==> config.mk <==
export PLATFORM = sky130hd
export DESIGN_NAME = pmic_password_powergood_regs
export DESIGN_NICKNAME = d
export VERILOG_FILES = /design/src/verilog/pmic_regs_pkg.sv /design/src/verilog/pmic_password_powergood_regs.sv
export VERILOG_INCLUDE_DIRS = /design/src /design/src/verilog
export SDC_FILE = /design/constraint.sdc
export NUM_CORES = 1
export LEC_CHECK = 0
export BUFFER_PORTS_ARGS = -buffer_cell sky130_fd_sc_hd__buf_2
export CAP_MARGIN = 10
export CELL_PAD_IN_SITES_DETAIL_PLACEMENT = 2
export CELL_PAD_IN_SITES_GLOBAL_PLACEMENT = 2
export CORE_UTILIZATION = 35
export DETAILED_ROUTE_END_ITERATION = 10
export GPL_TIMING_DRIVEN = 0
export HOLD_SLACK_MARGIN = 0.15
export PLACE_DENSITY = 0.83
export SKIP_CTS_REPAIR_TIMING = 1
export SYNTH_ARGS = -nofsm -noshare
export SYNTH_HDL_FRONTEND = slang
export SYNTH_SLANG_ARGS = --single-unit
==> constraint.sdc <==
create_clock -name ref_clk -period 3.75 [get_ports ref_clk]
set_input_delay 0.375 -clock ref_clk [delete_from_list [all_inputs] [get_ports ref_clk]]
set_output_delay 0.375 -clock ref_clk [all_outputs]
set_load 0.05 [all_outputs]
==> src/verilog/pmic_regs_map.svh <==
// register offsets, field positions, reset values and timing for the
// power-good register slice; assumes an 8-bit register address space
`ifndef PMIC_REGS_MAP_SVH
`define PMIC_REGS_MAP_SVH

`define ADDR_UNLOCK_KEY 8'h0B
`define ADDR_RAIL_GOOD 8'h0C
`define ADDR_GOOD_PIN_CTRL 8'h0D
`define ADDR_BUCK1_SETTING 8'h0E

`define UNLOCK_CODE 8'h7D
`define UNLOCK_KEY_RESET 8'h00
`define GOOD_PIN_CTRL_RESET 8'h0C
`define GOOD_PIN_CTRL_WMASK 8'h0F
`define BUCK1_SETTING_WMASK 8'hBF
`define ZERO_BYTE 8'h00

`define LIN1_MASK_BIT 3
`define LIN2_MASK_BIT 2
`define BUCK1_XADJ_BIT 7
`define DLY_SEL_HI 1
`define DLY_SEL_LO 0
`define STAT_SW1_BIT 6
`define STAT_SW2_BIT 5
`define STAT_BUCK1_BIT 4
`define STAT_BUCK2_BIT 3
`define STAT_BUCK3_BIT 2
`define STAT_LIN1_BIT 1
`define STAT_LIN2_BIT 0
`define VCODE_HI 5
`define VCODE_LO 0

// delays in milliseconds at a 4 ns clock: 250000 cycles per ms
`define CLK_PER_MS 250000
`define DLY_MS_0 20
`define DLY_MS_1 100
`define DLY_MS_2 200
`define DLY_MS_3 400
`define DLY_CNT_W 27

`endif

==> src/verilog/pmic_regs_pkg.sv <==
// types for the power-good register slice
// assumes pmic_regs_map.svh holds all numbers
package pmic_regs_pkg;
    typedef logic [7:0] reg_byte_t;
    typedef enum logic [1:0] {
        DLY_20MS = 2'b00,
        DLY_100MS = 2'b01,
        DLY_200MS = 2'b10,
        DLY_400MS = 2'b11
    } good_delay_t;
    typedef enum logic [0:0] {
        PIN_LOW = 1'b0,
        PIN_HIGH = 1'b1
    } pin_state_t;
endpackage

==> src/verilog/pmic_password_powergood_regs.sv <==
// password unlock, power-good status, power-good pin control and buck-1
// setting registers of a power-management chip.
// assumes an i2c slave front end that gives one-cycle write/read strobes
// with address and data, and a one-cycle pulse at the end of each transaction.
//
// Overview of operation
// - unlock code lets next write reach protected
// - any other key keeps protected registers locked
// - key clears after following transaction completes
// - status bit high when rail in regulation
// - switch-configured rails also report good
// - linear rail 1 mask clear lets it drop pin
// - linear rail 2 mask clear lets it drop pin
// - delay code selects 20/100/200/400 ms
// - 0x0D and 0x0E are password protected
// - buck1 layout: adjust, unused, six-bit code
// - adjust bit selects register or external voltage
`timescale 1ns/10ps
`include "pmic_regs_map.svh"

module pmic_password_powergood_regs #(
    parameter logic [7:0] BUCK1_RESET = 8'h1E,  // variant dependent, arbitrary default
    parameter int unsigned CLK_PER_MS = `CLK_PER_MS
) (
    input wire logic ref_clk,
    input wire logic rst_n,
    input wire logic wr_stb,
    input wire logic rd_stb,
    input wire pmic_regs_pkg::reg_byte_t reg_addr,
    input wire pmic_regs_pkg::reg_byte_t wr_data,
    input wire logic xfer_done,
    input wire logic switch_rail1_good,
    input wire logic switch_rail2_good,
    input wire logic buck1_good,
    input wire logic buck2_good,
    input wire logic buck3_good,
    input wire logic linear_rail1_good,
    input wire logic linear_rail2_good,
    input wire logic switch_rail1_is_switch,
    input wire logic switch_rail2_is_switch,
    output pmic_regs_pkg::reg_byte_t rd_data,
    output logic power_good_out_pin,
    output logic buck1_external_adjust,
    output logic [5:0] buck1_voltage_code
);
    import pmic_regs_pkg::*;

    // ************************************************************
    // register file
    // ************************************************************
    reg_byte_t unlock_key_r, unlock_key_nxt;
    reg_byte_t good_ctrl_r, good_ctrl_nxt;
    reg_byte_t buck1_r, buck1_nxt;
    reg_byte_t status_r, status_nxt;
    reg_byte_t rd_data_r, rd_data_nxt;
    logic armed_r, armed_nxt;
    // set by the one protected write that a key allows; a burst gets no more
    logic spent_r, spent_nxt;
    logic unlocked;
    good_delay_t dly_sel;

    assign unlocked = (unlock_key_r == `UNLOCK_CODE) && !spent_r;
    assign dly_sel = good_delay_t'(good_ctrl_r[`DLY_SEL_HI:`DLY_SEL_LO]);

    // live status snapshot; switch-configured rails count as good
    // one cycle of lag here is where the pin delay starts counting
    always_comb begin
        status_nxt = `ZERO_BYTE;
        status_nxt[`STAT_SW1_BIT] = switch_rail1_good | switch_rail1_is_switch;
        status_nxt[`STAT_SW2_BIT] = switch_rail2_good | switch_rail2_is_switch;
        status_nxt[`STAT_BUCK1_BIT] = buck1_good;
        status_nxt[`STAT_BUCK2_BIT] = buck2_good;
        status_nxt[`STAT_BUCK3_BIT] = buck3_good;
        status_nxt[`STAT_LIN1_BIT] = linear_rail1_good;
        status_nxt[`STAT_LIN2_BIT] = linear_rail2_good;
    end

    // writes, protection and key self-clear
    // a key opens one protected write only: a multi-byte burst after it
    // would otherwise walk through both protected registers
    always_comb begin
        unlock_key_nxt = unlock_key_r;
        good_ctrl_nxt = good_ctrl_r;
        buck1_nxt = buck1_r;
        armed_nxt = armed_r;
        spent_nxt = spent_r;
        if (wr_stb) begin
            case (reg_addr)
                `ADDR_UNLOCK_KEY: begin
                    unlock_key_nxt = wr_data;
                    armed_nxt = 1'b0;  // this transaction is the key write itself
                    spent_nxt = 1'b0;
                end
                `ADDR_GOOD_PIN_CTRL: begin
                    if (unlocked) begin
                        good_ctrl_nxt = wr_data & `GOOD_PIN_CTRL_WMASK;
                        spent_nxt = 1'b1;
                    end
                end
                `ADDR_BUCK1_SETTING: begin
                    if (unlocked) begin
                        buck1_nxt = wr_data & `BUCK1_SETTING_WMASK;
                        spent_nxt = 1'b1;
                    end
                end
                default: begin
                    // status register and unmapped: writes dropped
                    unlock_key_nxt = unlock_key_r;
                end
            endcase
        end
        // key lives through its own transaction and the next one
        if (xfer_done) begin
            if (armed_r) begin
                unlock_key_nxt = `UNLOCK_KEY_RESET;
                spent_nxt = 1'b0;
                armed_nxt = 1'b0;
            end else if (unlock_key_r != `UNLOCK_KEY_RESET ||
                         (wr_stb && reg_addr == `ADDR_UNLOCK_KEY)) begin
                armed_nxt = 1'b1;
            end
        end
    end

    // read mux registered so the data port comes from a flop
    // unmapped addresses read zero rather than a stale byte
    always_comb begin
        rd_data_nxt = rd_data_r;
        if (rd_stb) begin
            case (reg_addr)
                `ADDR_UNLOCK_KEY: rd_data_nxt = unlock_key_r;
                `ADDR_RAIL_GOOD: rd_data_nxt = status_r;
                `ADDR_GOOD_PIN_CTRL: rd_data_nxt = good_ctrl_r;
                `ADDR_BUCK1_SETTING: rd_data_nxt = buck1_r;
                default: rd_data_nxt = `ZERO_BYTE;
            endcase
        end
    end

    always_ff @(posedge ref_clk) begin
        if (!rst_n) begin
            unlock_key_r <= `UNLOCK_KEY_RESET;
            good_ctrl_r <= `GOOD_PIN_CTRL_RESET;
            buck1_r <= BUCK1_RESET;
            status_r <= `ZERO_BYTE;
            rd_data_r <= `ZERO_BYTE;
            armed_r <= 1'b0;
            spent_r <= 1'b0;
        end else begin
            unlock_key_r <= unlock_key_nxt;
            good_ctrl_r <= good_ctrl_nxt;
            buck1_r <= buck1_nxt;
            status_r <= status_nxt;
            rd_data_r <= rd_data_nxt;
            armed_r <= armed_nxt;
            spent_r <= spent_nxt;
        end
    end

    assign rd_data = rd_data_r;
    assign buck1_external_adjust = buck1_r[`BUCK1_XADJ_BIT];
    assign buck1_voltage_code = buck1_r[`VCODE_HI:`VCODE_LO];

    // ************************************************************
    // power-good pin
    // ************************************************************
    // cycle counts fixed at elaboration; the counter width holds the longest
    // delay at the full clock rate, so the count can never wrap
    localparam logic [`DLY_CNT_W-1:0] DLY_CYC_0 = `DLY_CNT_W'(`DLY_MS_0 * CLK_PER_MS);
    localparam logic [`DLY_CNT_W-1:0] DLY_CYC_1 = `DLY_CNT_W'(`DLY_MS_1 * CLK_PER_MS);
    localparam logic [`DLY_CNT_W-1:0] DLY_CYC_2 = `DLY_CNT_W'(`DLY_MS_2 * CLK_PER_MS);
    localparam logic [`DLY_CNT_W-1:0] DLY_CYC_3 = `DLY_CNT_W'(`DLY_MS_3 * CLK_PER_MS);

    logic [`DLY_CNT_W-1:0] dly_cnt_r, dly_cnt_nxt, dly_target;
    logic pin_r, pin_nxt;
    logic all_good;

    // masked linear rails drop out of the combined good term
    // the switch and buck rails have no mask and always count
    assign all_good = status_r[`STAT_SW1_BIT] & status_r[`STAT_SW2_BIT]
        & status_r[`STAT_BUCK1_BIT] & status_r[`STAT_BUCK2_BIT] & status_r[`STAT_BUCK3_BIT]
        & (status_r[`STAT_LIN1_BIT] | good_ctrl_r[`LIN1_MASK_BIT])
        & (status_r[`STAT_LIN2_BIT] | good_ctrl_r[`LIN2_MASK_BIT]);

    always_comb begin
        case (dly_sel)
            DLY_20MS: dly_target = DLY_CYC_0;
            DLY_100MS: dly_target = DLY_CYC_1;
            DLY_200MS: dly_target = DLY_CYC_2;
            DLY_400MS: dly_target = DLY_CYC_3;
            default: dly_target = DLY_CYC_0;
        endcase
    end

    // counter restarts on any bad sample, so glitches re-arm the full delay
    // the count parks at its end value while good, so it cannot run away
    always_comb begin
        dly_cnt_nxt = dly_cnt_r;
        pin_nxt = pin_r;
        if (!all_good) begin
            dly_cnt_nxt = '0;
            pin_nxt = PIN_LOW;
        end else if (dly_cnt_r >= dly_target - `DLY_CNT_W'(1)) begin
            pin_nxt = PIN_HIGH;
        end else begin
            dly_cnt_nxt = dly_cnt_r + `DLY_CNT_W'(1);
        end
    end

    // pin and counter share one reset so the pin never starts high
    always_ff @(posedge ref_clk) begin
        if (!rst_n) begin
            dly_cnt_r <= '0;
            pin_r <= PIN_LOW;
        end else begin
            dly_cnt_r <= dly_cnt_nxt;
            pin_r <= pin_nxt;
        end
    end

    assign power_good_out_pin = pin_r;
endmodule

==> flow_summary_export.csv <==
group,metric,value,unit
sta,postLayoutSetupSlackWorst,353,ps
global_route,via_count_of_the_first_global_routing_pass,3948,
die,die_height,105,microns
pwr,swShare,22.8,%
synth,ys_seq_elements,64,
global_route,global_route.usage.total,24.5,%
layout,layout.filler_cells,1195,
cts,tritoncts,"built",
sta,fin_setup_tns,0,ps
cts,cts_num_sinks,64,
sta,grt_setup_unrepaired,"no",
pwr,share_seq_of_total_power,48.7,%
synth,number_of_flops_mapped_to_enable_cells_by_yosys,0,
die,die_w,105,microns
die,io-pin-count,46,
layout,layout.cells.most_common,"sky130_fd_sc_hd__dfxtp_1",
layout,post-route-util,41.7,%
detailed_routing,ant_nets,0,
global_route,grt.overflow.total,0,
detailed_routing,initialDrtViolationCount,125,
sta,final-setup-viol-count,0,
worst_setup_path,worstPathMaxFanout,10,
detailed_routing,drt-pass1-iter-count,6,
layout,drive_above_1_share,16.3,%
synth,postSynth.asyncResetShare,0,%
layout,layout.cell_area.non_filler,4290,sq um
sta,drv_slew,0,
synth,netlist-cell-type-count,59,
worst_setup_path,worstSetupEndpointType,"flop",
detailed_routing,totalWireLength,12900,microns
placement,globalplace.congestion,0.862,
cts,cts.path.max_buffers,2,
die,floorplan.rows,37,
synth,synthesis.area_per_instance,8.53,sq um
pwr,clockPowerShare,48.6,%
synth,synth_adder_area_share,8.84,%
min_path,hp-class,"in -> reg",
detailed_routing,route.detailed.drc,0,
pwr,vdd_ir_drop_max,0.238,mV
cts,cts_buffers,9,
sta,timing.slew.headroom,34.9,%
layout,area_delta_synth_final,16.6,%
layout,diodes,0,
synth,synth_top_family_by_area,"simple AND/OR/NAND/NOR gates",
run,maxCapViolations,0,
sta,final_period_minus_worst_setup_slack,3400,ps
synth,mappedNetlistNets,487,
placement,place_ws,352,ps
detailed_routing,wl_per_cell,20.6,microns
synth,sequential_share_of_the_synthesized_area,34.8,%
sta,timing.fmax,0.294,GHz
die,floorplan.die_area,10900,sq um
global_route,grt_pass1_wl,20400,microns
global_route,grt_max_degree,12,
worst_setup_path,timing.critical_path.required,3980,ps
cts,clock-root-buffer,"sky130_fd_sc_hd__clkbuf_8",
cts,clock_insertion_delay_worst_skew,370,ps
layout,most-common-layout-cells,"sky130_fd_sc_hd__dfxtp_1 (64), sky130_fd_sc_hd__nand2_1 (50), sky130_fd_sc_hd__a21oi_1 (50)",
synth,syn_inst,431,
worst_setup_path,cp_data_arrival_time,3630,ps
sta,tightestPinTransition,970,ps
worst_setup_path,timing_worst_setup_path_type,"reg -> reg",
detailed_routing,num_vias,3677,
die,core_region_area,10300,sq um
placement,dpl-instance-area,4060,sq um
die,effective_utilization_at_floorplan,35.8,%
synth,ys_dominant_reg_cell,"sky130_fd_sc_hd__dfxtp_1",
synth,synthSimpleGateAreaFrac,26.5,%
sta,fin_worst_hold_slack,190,ps
pwr,power.density,329,nW/um^2
synth,multiplexer_share_of_the_synthesized_area,2.99,%
cts,clkTransAtPathRegs,70,ps
pwr,internal_power,1090,uW
pwr,switchingPower,322,uW
sta,timing.final.crit_share,90.6,%
placement,port_buffers,43,
synth,yosys_warnings,0,
pwr,p_leak,0.00167,uW
synth,netlist_area,3680,sq um
worst_setup_path,start_kind,"flop",
sta,report.final.hold_viol_count,0,
layout,fin_nets,542,
pwr,power_frac_comb,2.7,%
synth,fraction_of_the_mapped_netlist_area_in_compound_gates,21.3,%
outcome,run_status,"finished clean",
synth,synth_xor_xnor_area_share,0.748,%
placement,dp_hpwl,9820,microns
cts,clock_tree.htree_level_count,3,
global_route,grt_antenna_before_repair,0,
sta,worst_clock_skew,9.77,ps
detailed_routing,routed_via_density,5.87,
==> cell type report <==
cell class	count	area, sq um	share of cell area (%)
well taps	136	170	3.97
flip-flops and latches	64	1280	29.9
repair buffers	44	220	5.14
multi-input cells	334	2230	51.9
plain buffers	20	121	2.83
inverters	13	48.8	1.14
clock inverters	5	81.3	1.90
clock buffers	10	138	3.21
==> worst paths after layout <==
check | endpoint | startpoint | cells after the start | slack, ps
max reg2reg | dly_cnt_r[10] | good_ctrl_r[0] | 14 | 350
max | dly_cnt_r[10] | good_ctrl_r[0] | 14 | 350
min reg2reg | rd_data[0] | rd_data[0] | 1 | 460
min | status_r[5] | switch_rail2_good | 2 | 190
==> sequential cells by signal, summed over array words and instances, names as in the netlist <==
signal and flops:
power_good_out_pin 1, good_ctrl_r 4, spent_r 1, armed_r 1, dly_cnt_r 27, buck1_r 7, rd_data 8, status_r 7
unlock_key_r 8
==> per-stage QoR <==
stage / std cells / power [uW]
floorplan: 431 / 716
finish: 626 / 1410
global route: 626 / 1460
CTS: 625 / 1440
detailed placement: 610 / 742
global placement: 610 / 740
==> cell usage after synthesis, drive strengths merged, types with 11 or more instances <==
cell | n | area share, %
dfxtp | 64 | 35
ha | 26 | 8.8
nand2 | 51 | 5.3
or4 | 19 | 3.9
mux2i | 11 | 3.0
nand3 | 23 | 3.1
o21ai | 12 | 1.6
nor2 | 13 | 1.4
inv | 13 | 1.3
o31ai | 18 | 3.7
a21oi | 50 | 6.8
nand4 | 11 | 1.9
nor2b | 12 | 2.0
==> logic make-up after synthesis <==
logic type / Yosys count
buffers and inverters: 33
AND/OR/NAND/NOR: 177
AO/OA/AOI/OAI: 118
adder cells (fa/ha/maj): 26
XOR/XNOR: 1
multiplexers: 11
flip-flops: 64
other: 1
==> power groups by stage <==
stage / Combinational [uW] / Sequential (uW) / Clock (uW)
after global placement: 37.6 / 702 / 0
final: 38.7 / 687 / 686
after global routing: 42.4 / 687 / 731
after CTS: 39.1 / 687 / 710
after detailed placement: 38.8 / 703 / 0
after floorplan: 14.6 / 701 / 0
==> metal layers <==
layer / GRT usage [%] / up-vias / routed length, microns
li1: - / 1735 / -
met1: 28.2 / 1847 / 5620
met2: 42.9 / 66 / 6600
met3: 5.14 / 29 / 345
met4: 12.2 / 0 / 333
met5: 0 / - / 0
==> worst max-delay path: stages (launching register included) <==
cell,delay (ps)
sky130_fd_sc_hd__dfxtp_1,480
sky130_fd_sc_hd__inv_1,190
sky130_fd_sc_hd__ha_1,350
sky130_fd_sc_hd__or2_2,340
sky130_fd_sc_hd__nor2_1,90
sky130_fd_sc_hd__ha_1,260
sky130_fd_sc_hd__a21oi_1,150
sky130_fd_sc_hd__o21a_1,170
sky130_fd_sc_hd__o211ai_1,140
sky130_fd_sc_hd__and3_1,180
sky130_fd_sc_hd__buf_6,140
sky130_fd_sc_hd__buf_6,150
sky130_fd_sc_hd__buf_2,210
sky130_fd_sc_hd__o31ai_1,310
sky130_fd_sc_hd__a21oi_1,100
Power figures use the tool's default switching activity.
